===== src/result_fmt_pkg.sv =====
// shared constants and types for the bar code result matcher and formatter
package result_fmt_pkg;

  // =====================================================================
  // read modes
  localparam logic [1:0] MODE_SINGLE = 2'h0;
  localparam logic [1:0] MODE_MULTI1 = 2'h1;
  localparam logic [1:0] MODE_MULTI2 = 2'h2;
  localparam logic [1:0] MODE_MULTI3 = 2'h3;

  // =====================================================================
  // pattern and record characters
  localparam logic [7:0] CHR_VARLEN   = 8'h21;  // matches any run
  localparam logic [7:0] CHR_ONE      = 8'h3F;  // matches one char
  localparam logic [7:0] CHR_SCAN_DLM = 8'h3A;  // fixed, before scan count
  localparam logic [7:0] CHR_TERM     = 8'h0D;
  localparam logic [7:0] CHR_ZERO     = 8'h30;
  localparam logic [7:0] CHR_FWD      = 8'h46;
  localparam logic [7:0] CHR_REV      = 8'h52;
  localparam logic [2:0] TYPE_RD_ERR  = 3'h7;

  // =====================================================================
  // counts and timing
  localparam logic [13:0] COUNT_MAX     = 14'h270F;  // 9999
  localparam int          CLK_PERIOD_NS = 32'h0000_0064;  // 100 ns
  localparam int          MS_NS         = 32'h000F_4240;  // 1 ms
  localparam int          MS_CYCLES     = MS_NS / CLK_PERIOD_NS;

  // =====================================================================
  // states and record fields
  typedef enum logic [2:0] {
    S_IDLE  = 3'h0,
    S_MATCH = 3'h1,
    S_HOLD  = 3'h3,
    S_EMIT  = 3'h2
  } state_t;

  typedef enum logic [2:0] {
    F_TYPE   = 3'h0,
    F_ORIENT = 3'h1,
    F_DATA   = 3'h2,
    F_DCNT   = 3'h3,
    F_SCNT   = 3'h4,
    F_TERM   = 3'h5
  } field_t;

endpackage


===== src/rec_skid_buffer.sv =====
// two-entry valid/ready buffer in the record byte path
`timescale 1ns/1ps
module rec_skid_buffer #(
  parameter int W = 8
) (
  // clock and reset
  input  wire logic         ref_clk,
  input  wire logic         rst,
  // fill side
  input  wire logic         inValid,
  input  wire logic [W-1:0] inData,
  output logic              inReady,
  // drain side
  output logic              outValid,
  output logic [W-1:0]      outData,
  input  wire logic         outReady
);

  typedef struct packed {
    logic         mainV;
    logic [W-1:0] main;
    logic         skidV;
    logic [W-1:0] skid;
  } buf_t;

  buf_t s_r;
  buf_t s_nxt;

  // =====================================================================
  // next state
  always_comb begin
    s_nxt = s_r;
    if (s_r.mainV == 1'b0 || outReady) begin
      // skid drains first so words stay in order
      if (s_r.skidV) begin
        s_nxt.main  = s_r.skid;
        s_nxt.mainV = 1'b1;
        s_nxt.skidV = 1'b0;
      end else begin
        s_nxt.main  = inData;
        s_nxt.mainV = inValid;
      end
    end else if (inValid && !s_r.skidV) begin
      s_nxt.skid  = inData;
      s_nxt.skidV = 1'b1;
    end
  end

  // =====================================================================
  // registers
  always_ff @(posedge ref_clk) begin
    if (rst) begin
      s_r <= '0;
    end else begin
      s_r <= s_nxt;
    end
  end

  // ready is a flop: full only when the skid holds a word
  assign inReady  = ~s_r.skidV;
  assign outValid = s_r.mainV;
  assign outData  = s_r.main;

endmodule


===== src/result_matcher_formatter.sv =====
// preset matching, ok/ng result and result record formatting
`timescale 1ns/1ps
// Operation
// - one stored pattern; each decoded label compared, ok on match, ng otherwise
// - empty pattern acts as lone variable wildcard: ok on success, ng on failure
// - pattern comparison only in single-label mode, never in multi-label modes
// - one-char wildcard matches any single char; no run wildcard means equal length
// - run wildcard matches zero or more chars: prefix, suffix or both
// - asterisk is compared literally, never a wildcard
// - comparison uses the whole label, not the designated span
// - decode count appended, zero-suppressed, saturates 9999, floor is match count
// - decode count in single mode: record sent after trigger drops
// - decode count in multi 1: sent after beam clear plus repeat time
// - decode count in multi 2 or 3 leaves output timing unchanged
// - scan count after decode count, counts empty scans, saturates 9999
// - code type prefix is one digit, 7 meaning read error
// - orientation field before data, omitted on a failed read
// - order type, orientation, data, decode, scan; delimiters between present fields
// - delimiter is configurable, scan count delimiter is fixed
// - designated span: direction, start digit and count per code slot 1 to 4
// - reverse direction counts start from last char toward the label start
// - extracted chars always sent in original left-to-right order
module result_matcher_formatter
  import result_fmt_pkg::*;
#(
  parameter int DEPTH   = 64,
  parameter int AW      = 6,
  parameter int MS_CYC  = MS_CYCLES
) (
  // clock and reset
  input  wire logic        ref_clk,
  input  wire logic        rst,
  // label and pattern loading
  input  wire logic        lblWe,
  input  wire logic [AW-1:0] lblAddr,
  input  wire logic [7:0]  lblData,
  input  wire logic        presetWe,
  input  wire logic [AW-1:0] presetAddr,
  input  wire logic [7:0]  presetData,
  input  wire logic [7:0]  presetLen,
  // decode event
  input  wire logic        decodeDone,
  input  wire logic        readOk,
  input  wire logic [2:0]  codeType,
  input  wire logic        orientRev,
  input  wire logic [1:0]  codeSlot,
  input  wire logic [7:0]  lblLen,
  // scan activity
  input  wire logic        decodePulse,
  input  wire logic        scanPulse,
  input  wire logic        beamLeft,
  input  wire logic        trigger,
  // configuration
  input  wire logic [1:0]  readMode,
  input  wire logic        sendAfterRead,
  input  wire logic        addType,
  input  wire logic        addOrient,
  input  wire logic        addDecCnt,
  input  wire logic        addScanCnt,
  input  wire logic [7:0]  delimChar,
  input  wire logic [7:0]  matchCount,
  input  wire logic [7:0]  repeatMs,
  input  wire logic [63:0] errStr,
  input  wire logic [3:0]  errLen,
  input  wire logic [3:0]  digEn,
  input  wire logic [3:0]  digRev,
  input  wire logic [31:0] digStart,
  input  wire logic [31:0] digCount,
  // results
  output logic             okOut,
  output logic             ngOut,
  output logic             busy,
  // record byte stream
  output logic             txValid,
  output logic [7:0]       txData,
  input  wire logic        txReady
);

  typedef struct packed {
    state_t      st;
    field_t      field;
    logic        mismatch;
    logic        afterBang;
    logic [7:0]  idx;
    logic        ok;
    logic        ng;
    logic        rdOk;
    logic [2:0]  ctype;
    logic        orient;
    logic [1:0]  slot;
    logic [7:0]  len;
    logic [13:0] decCnt;
    logic [13:0] scanCnt;
    logic        needDelim;
    logic        delimSent;
    logic        seenNz;
    logic [7:0]  sub;
    logic [15:0] msCnt;
    logic [7:0]  repCnt;
    logic        beamSeen;
    logic        run;
  } ctl_t;

  ctl_t s_r;
  ctl_t s_nxt;

  logic [7:0] lblMem [DEPTH];
  logic [7:0] patMem [DEPTH];

  logic       push;
  logic [7:0] pushByte;
  logic       bufReady;

  // =====================================================================
  // helpers
  function automatic logic [15:0] toBcd(input logic [13:0] v);
    logic [15:0] b;
    b = 16'h0000;
    for (int i = 13; i >= 0; i--) begin
      for (int d = 0; d < 4; d++) begin
        if (b[d*4 +: 4] > 4'h4) begin
          b[d*4 +: 4] = b[d*4 +: 4] + 4'h3;
        end
      end
      b = {b[14:0], v[i]};
    end
    return b;
  endfunction

  function automatic logic [13:0] incSat(input logic [13:0] v);
    return (v < COUNT_MAX) ? v + 14'h0001 : v;
  endfunction

  // =====================================================================
  // label and pattern storage
  always_ff @(posedge ref_clk) begin
    if (lblWe) begin
      lblMem[lblAddr] <= lblData;
    end
    if (presetWe) begin
      patMem[presetAddr] <= presetData;
    end
  end

  // =====================================================================
  // designated span, counted in 9 bits to avoid wrap
  logic [8:0]  spanStart;
  logic [8:0]  spanCnt;
  logic [8:0]  spanLen;
  logic [8:0]  dataLo;
  logic [8:0]  dataHi;
  logic [13:0] decShown;
  logic [15:0] bcdDec;
  logic [15:0] bcdScan;
  logic [3:0]  digit;

  always_comb begin
    spanStart = {1'b0, digStart[s_r.slot*8 +: 8]};
    spanCnt   = {1'b0, digCount[s_r.slot*8 +: 8]};
    spanLen   = {1'b0, s_r.len};
    if (spanStart == 9'h000) begin
      spanStart = 9'h001;
    end
    dataLo = 9'h000;
    dataHi = spanLen;
    if (!s_r.rdOk) begin
      dataHi = {5'h00, errLen};
    end else if (digEn[s_r.slot]) begin
      if (!digRev[s_r.slot]) begin
        dataLo = spanStart - 9'h001;
        dataHi = dataLo + spanCnt;
        if (dataHi > spanLen) begin
          dataHi = spanLen;
        end
      end else if (spanStart > spanLen) begin
        dataHi = 9'h000;
      end else begin
        dataHi = spanLen - spanStart + 9'h001;
        dataLo = (dataHi > spanCnt) ? dataHi - spanCnt : 9'h000;
      end
    end
    decShown = (s_r.decCnt < {6'h00, matchCount}) ? {6'h00, matchCount} : s_r.decCnt;
    bcdDec   = toBcd(decShown);
    bcdScan  = toBcd(s_r.scanCnt);
    digit    = (s_r.field == F_DCNT) ? bcdDec[s_r.sub[1:0]*4 +: 4]
                                     : bcdScan[s_r.sub[1:0]*4 +: 4];
  end

  // =====================================================================
  // control
  logic       fieldOn;
  logic       sendGo;
  logic [7:0] pc;
  logic [7:0] li;

  always_comb begin
    s_nxt    = s_r;
    push     = 1'b0;
    pushByte = 8'h00;
    fieldOn  = 1'b0;
    sendGo   = 1'b0;
    pc       = patMem[s_r.idx[AW-1:0]];
    li       = s_r.afterBang ? s_r.len - presetLen + s_r.idx : s_r.idx;

    // free running millisecond enable
    s_nxt.msCnt = (s_r.msCnt == 16'(MS_CYC - 1)) ? 16'h0000 : s_r.msCnt + 16'h0001;

    if (decodePulse) begin
      s_nxt.decCnt = incSat(s_r.decCnt);
    end
    if (scanPulse) begin
      s_nxt.scanCnt = incSat(s_r.scanCnt);
    end

    case (s_r.st)
      S_IDLE: begin
        if (decodeDone) begin
          s_nxt.rdOk      = readOk;
          s_nxt.ctype     = codeType;
          s_nxt.orient    = orientRev;
          s_nxt.slot      = codeSlot;
          s_nxt.len       = lblLen;
          s_nxt.idx       = 8'h00;
          s_nxt.mismatch  = 1'b0;
          s_nxt.afterBang = 1'b0;
          s_nxt.beamSeen  = 1'b0;
          s_nxt.repCnt    = 8'h00;
          if (readOk && readMode == MODE_SINGLE) begin
            s_nxt.st = S_MATCH;
          end else begin
            s_nxt.ok = readOk;
            s_nxt.ng = ~readOk;
            s_nxt.st = S_HOLD;
          end
        end
      end
      S_MATCH: begin
        if (s_r.idx >= presetLen) begin
          // no run wildcard needs equal length
          if (presetLen != 8'h00 && !s_r.afterBang && s_r.len != presetLen) begin
            s_nxt.mismatch = 1'b1;
          end
          s_nxt.ok = ~s_nxt.mismatch;
          s_nxt.ng = s_nxt.mismatch;
          s_nxt.st = S_HOLD;
        end else begin
          if (pc == CHR_VARLEN) begin
            s_nxt.afterBang = 1'b1;
            if ({1'b0, s_r.len} + 9'h001 < {1'b0, presetLen}) begin
              s_nxt.mismatch = 1'b1;
            end
          end else if (!s_r.afterBang && s_r.idx >= s_r.len) begin
            s_nxt.mismatch = 1'b1;
          end else if (pc != CHR_ONE && pc != lblMem[li[AW-1:0]]) begin
            s_nxt.mismatch = 1'b1;
          end
          s_nxt.idx = s_r.idx + 8'h01;
        end
      end
      S_HOLD: begin
        if (addDecCnt && readMode == MODE_SINGLE) begin
          sendGo = ~trigger;
        end else if (addDecCnt && readMode == MODE_MULTI1) begin
          if (beamLeft) begin
            s_nxt.beamSeen = 1'b1;
          end
          if (s_r.beamSeen && s_r.msCnt == 16'h0000) begin
            s_nxt.repCnt = s_r.repCnt + 8'h01;
          end
          sendGo = s_r.beamSeen && s_r.repCnt >= repeatMs;
        end else if (readMode == MODE_SINGLE) begin
          sendGo = sendAfterRead | ~trigger;
        end else begin
          sendGo = 1'b1;
        end
        if (sendGo) begin
          s_nxt.st        = S_EMIT;
          s_nxt.field     = F_TYPE;
          s_nxt.needDelim = 1'b0;
          s_nxt.delimSent = 1'b0;
          s_nxt.seenNz    = 1'b0;
        end
      end
      S_EMIT: begin
        case (s_r.field)
          F_TYPE:   fieldOn = addType;
          F_ORIENT: fieldOn = addOrient & s_r.rdOk;  // omit on failure
          F_DATA:   fieldOn = 1'b1;
          F_DCNT:   fieldOn = addDecCnt;
          F_SCNT:   fieldOn = addDecCnt & addScanCnt;
          default:  fieldOn = 1'b1;
        endcase
        // stalls here while the buffer is full
        if (!bufReady) begin
          fieldOn = fieldOn;
        end else if (!fieldOn) begin
          s_nxt.field = field_t'(s_r.field + 3'h1);
          s_nxt.sub   = (s_r.field == F_ORIENT) ? dataLo[7:0] : 8'h03;
        end else if (s_r.needDelim && !s_r.delimSent && s_r.field != F_TERM) begin
          push            = 1'b1;
          pushByte        = (s_r.field == F_SCNT) ? CHR_SCAN_DLM : delimChar;
          s_nxt.delimSent = 1'b1;
        end else begin
          s_nxt.delimSent = s_r.delimSent;
          case (s_r.field)
            F_TYPE: begin
              push     = 1'b1;
              pushByte = CHR_ZERO + {5'h00, (s_r.rdOk ? s_r.ctype : TYPE_RD_ERR)};
            end
            F_ORIENT: begin
              push     = 1'b1;
              pushByte = s_r.orient ? CHR_REV : CHR_FWD;
            end
            F_DATA: begin
              if ({1'b0, s_r.sub} < dataHi) begin
                push      = 1'b1;
                pushByte  = s_r.rdOk ? lblMem[s_r.sub[AW-1:0]] : errStr[s_r.sub[2:0]*8 +: 8];
                s_nxt.sub = s_r.sub + 8'h01;
              end
            end
            F_DCNT, F_SCNT: begin
              if (s_r.sub == 8'h00 || digit != 4'h0 || s_r.seenNz) begin
                push         = 1'b1;
                pushByte     = CHR_ZERO + {4'h0, digit};
                s_nxt.seenNz = 1'b1;
              end
              s_nxt.sub = s_r.sub - 8'h01;
            end
            default: begin
              push            = 1'b1;
              pushByte        = CHR_TERM;
              s_nxt.st        = S_IDLE;
              // a pulse in the clearing cycle still counts toward the next record
              s_nxt.decCnt    = decodePulse ? 14'h0001 : 14'h0000;
              s_nxt.scanCnt   = scanPulse ? 14'h0001 : 14'h0000;
            end
          endcase
          // field finished: move on and arm the delimiter
          if (s_r.field == F_TYPE || s_r.field == F_ORIENT || (s_r.field == F_DATA &&
              {1'b0, s_r.sub} >= dataHi) || ((s_r.field == F_DCNT ||
              s_r.field == F_SCNT) && s_r.sub == 8'h00)) begin
            s_nxt.field     = field_t'(s_r.field + 3'h1);
            s_nxt.sub       = (s_r.field == F_ORIENT) ? dataLo[7:0] : 8'h03;
            s_nxt.needDelim = 1'b1;
            s_nxt.delimSent = 1'b0;
            s_nxt.seenNz    = 1'b0;
          end
        end
      end
      default: begin
        s_nxt.st = S_IDLE;
      end
    endcase
    // type field skipped from hold: data start must still be set
    if (s_r.st == S_HOLD && sendGo) begin
      s_nxt.sub = dataLo[7:0];
    end
    // busy kept in a flop so the port has no decode behind it
    s_nxt.run = (s_nxt.st != S_IDLE);
  end

  // =====================================================================
  // registers
  always_ff @(posedge ref_clk) begin
    if (rst) begin
      s_r <= '0;
    end else begin
      s_r <= s_nxt;
    end
  end

  assign okOut = s_r.ok;
  assign ngOut = s_r.ng;
  assign busy  = s_r.run;

  // =====================================================================
  // output buffer; its ready stalls the formatter
  rec_skid_buffer #(
    .W(8)
  ) u_buf (
    .ref_clk  (ref_clk),
    .rst      (rst),
    .inValid  (push),
    .inData   (pushByte),
    .inReady  (bufReady),
    .outValid (txValid),
    .outData  (txData),
    .outReady (txReady)
  );

endmodule


===== config.mk =====
export PLATFORM = sky130hd
export DESIGN_NAME = result_matcher_formatter
export DESIGN_NICKNAME = d
export VERILOG_FILES = /design/src/result_fmt_pkg.sv /design/src/rec_skid_buffer.sv /design/src/result_matcher_formatter.sv
export SDC_FILE = /design/constraint.sdc
export NUM_CORES = 2
export LEC_CHECK = 0
export BUFFER_PORTS_ARGS = -buffer_cell sky130_fd_sc_hd__buf_4
export CAP_MARGIN = 20
export CORE_ASPECT_RATIO = 1.5
export CORE_MARGIN = 8
export CORE_UTILIZATION = 60
export CTS_CLUSTER_SIZE = 24
export DETAILED_ROUTE_END_ITERATION = 12
export PLACE_DENSITY = 0.88
export SYNTH_ARGS = -nofsm -noshare
export SYNTH_HDL_FRONTEND = slang
export SYNTH_SLANG_ARGS = --single-unit

===== constraint.sdc =====
create_clock -name ref_clk -period 38.6 [get_ports ref_clk]
set_input_delay 5.79 -clock ref_clk [delete_from_list [all_inputs] [get_ports ref_clk]]
set_output_delay 5.79 -clock ref_clk [all_outputs]
set_load 0.05 [all_outputs]

==> run_results.csv <==
group,metric,value,unit
critical_path,slowest_delay,0.47,ns
clocking,clk_pin_slew_worst_paths,0.06,ns
routing,wl,193000,um
sta,timing.final.crit_share,46.7,%
finish,fill_cells,6803,
placement,gp_congestion,0.935,
pwr,clkPwrFrac,40.9,%
yosys,synth_compound_area_share,9.04,%
yosys,seq_area_frac_synth,52.9,%
pwr,power_frac_seq,50.3,%
pwr,leakagePower,23.4,nW
pwr,power_density,39.2,nW/um2
critical_path,crit_family,"compound AO/OA/AOI/OAI gates",
finish,layout-drive-gt1-share,23.5,%
placement,port_buffers,243,
clocking,cts_repair_resize_count,0,
finish,nNetsFinal,5085,
die,die_area,116000,um2
clocking,cts_tree,"done",
sta,min_period,18.04,ns
die,core,104000,um2
routing,routedWlPerCell,31.5,um
clocking,cts_max_level,3,
clocking,cts_buffer_depth,3,
hold_path,worstHoldPathType,"flip-flop to flip-flop",
routing,ant_nets,0,
yosys,synth_area_leaders,"edfxtp_1 49%, mux4_2 18%, ha_1 4.2%, dfxtp_1 4.1%, nor2_1 2.2%",
yosys,synth_top_family_by_area,"multiplexers",
global_routing,grt_pass1_vias,44400,
clocking,cts-root-buf,"clkbuf_16",
yosys,ys_types,133,
critical_path,endpoint_kind,"flip-flop",
routing,via_count,44200,
sta,worst_hold_slack,0.455,ns
sta,setup_viol,0,
yosys,synth_ff_type,"edfxtp_1",
critical_path,crit_required,39.19,ns
critical_path,cp_max_fo,18,
critical_path,crit_cells,56,
yosys,yosys.cell_count.top_type,"edfxtp_1",
placement,hpwl,125000,um
sta,fin_worst_skew,0.0910,ns
die,pin_count,244,
critical_path,critPathBufInv,9,
sta,tightestPinTransition,1.30,ns
status,status,"finished, final reports clean",
yosys,yosysTopAreaCellShare,48.8,%
yosys,syn_area,63000,um2
routing,initialDrtViolationCount,5270,
critical_path,crit_path_frequent_cell,"ha_1",
critical_path,crit_path_top_delay_cell,"or4b_1",
yosys,syn_avg_cell_area,14.1,um2
yosys,synth_nets,4931,
yosys,synthCells,4478,
flow_run,drv_cap,0,
yosys,synth-edff-count,1024,
global_routing,grtUsageTotal,32.9,%
pwr,peakVddDrop,0.0566,mV
yosys,synth-simple-area-share,8.50,%
clocking,numCtsBuffers,103,
yosys,synth_top_cell_by_area,"edfxtp_1",
sta,slew_viol_final,0,
clocking,clock_latency,0.77,ns
yosys,muxShareOfSynthArea,20.6,%
yosys,yosys.area_share.adder,4.51,%
die,initial_core_util,60.5,%
sta,max_slew_margin,13.1,%
global_routing,grt_max_degree,87,
finish,final_util,66.9,%
global_routing,grt_pass1_wl,285000,um
yosys,ys_ff_latch,1152,
sta,max_freq,0.0554,GHz
critical_path,cp.arrival,18.64,ns
routing,post_drt_via_cell_ratio,7.20,
pwr,p_switching,0.654,mW
pwr,power.internal,2.08,mW
pwr,swShare,23.9,%
yosys,synth_xor_area_share,1.82,%
clocking,cts_hold_buf,0,
yosys,synth_common_cells,"1024 x edfxtp_1, 506 x mux4_2, 371 x nor2_1",
die,num_rows,145,
sta,rsz0062_at_grt,"no",
global_routing,antenna_found_initial,19,
sta,final_hold_viol_count,0,
yosys,async_reset_ff_share,0,%
hold_path,whs_path_depth,2,
routing,drc_errors,0,
sta,tns,0,ns
clocking,post-cts-setup-buffers,0,
yosys,yosys_warnings,0,
critical_path,path_class,"input port to flip-flop",
finish,syn_to_final_growth,10.6,%
pwr,pwr-share-comb,8.8,%
routing,first_pass_iters,8,
die,die_w,281,um
critical_path,worst-r2r-cell-count,65,
clocking,cts_sinks,1152,
global_routing,gr-total-overflow,0,
die,die_h,413,um
critical_path,cp-start-kind,"input port",
worst paths after layout:
path                               startpoint            to  slack (ns)
worst min register to register   u_buf.s_r[6]  u_buf.s_r[6]        0.45
worst max-delay path            matchCount[7]  u_buf.s_r[7]       20.56
worst max register to register        s_r[63]  u_buf.s_r[7]       22.95
worst min-delay path             u_buf.s_r[6]  u_buf.s_r[6]        0.45
through the flow:
step / power [mW] / std cells / setup slack, ns / area (um2)
global route: 2.80 / 6122 / 19.76 / 69600
detailed placement: 1.63 / 5920 / 20.09 / 66000
finish: 2.73 / 6129 / 20.56 / 69700
floorplan: 1.55 / 4478 / 22.33 / 63000
global placement: 1.62 / 5920 / 20.51 / 66000
CTS: 2.73 / 6116 / 20.82 / 69600
layout by cell type (no fill, tap or decap), types with 35 or more instances in the layout:
master / Yosys / layout
a211oi_1: 35 / 35
a21o_1: 37 / 37
a21oi_1: 186 / 186
buf_4: 10 / 276
clkbuf_16: 0 / 103
dfxtp_1: 128 / 121
edfxtp_1: 1024 / 1024
ha_1: 212 / 212
inv_1: 178 / 178
mux2_2: 52 / 52
mux2i_1: 91 / 88
mux4_2: 506 / 506
nand2_1: 235 / 235
nand2b_1: 40 / 40
nand3_1: 87 / 87
nand4_1: 49 / 49
nor2_1: 371 / 371
nor2b_1: 51 / 51
nor3_1: 60 / 59
o211ai_1: 46 / 46
o21ai_0: 162 / 161
xnor2_1: 80 / 80
xor2_1: 43 / 43
flip-flops by register name (all words and copies together) (netlist names), named ones only:
signal and count:
bcdScan 1, ngOut 1, okOut 1, u_buf.outData 8
patMem 512, busy 1, u_buf.outValid 1, s_r 94
lblMem 512, u_buf.s_r 9
cell families (layout without fill, tap and decap cells):
| family | count (synthesis) | count (layout) |
|---|---|---|
| adder cells (fa/ha/maj) | 222 | 222 |
| buffers and inverters | 413 | 658 |
| XOR/XNOR | 127 | 127 |
| AND/OR/NAND/NOR | 1096 | 1096 |
| AO/OA/AOI/OAI | 811 | 811 |
| flip-flops | 1152 | 1152 |
| other | 1 | 11 |
| multiplexers | 656 | 656 |
per-layer routing:
layer	GRT usage [%]	vias to the layer above	wire length, um
met4	26.6	12	18900
met1	33.6	21600	57900
met2	57.3	3356	98600
li1	-	18200	-
met5	0	-	78
met3	7.69	1015	17700
worst min-delay path, cell delays in order (launching register included):
cell     delay (ns)
dfxtp_1        0.31
nand2_1        0.05
o21ai_1        0.05
cell type report:
class,instances,area [um2],share of cell area (%)
tap,1396,1750,2.51
multi-input combinational,2913,28100,40.3
timing repair buffer,280,2140,3.07
clock buffer,124,2680,3.84
sequential,1152,33300,47.8
antenna,10,25.0,0.0359
inverter,182,683,0.981
clock inverter,72,968,1.39
power by group through the flow:
stage	logic [mW]	registers [mW]	clock network (mW)
6_report	0.239	1.37	1.12
5_1_grt	0.256	1.37	1.16
4_1_cts	0.234	1.37	1.12
3_5_place_dp	0.230	1.40	0
3_3_place_gp	0.221	1.40	0
2_1_floorplan	0.150	1.40	0
(Power assumes the default switching activity.)
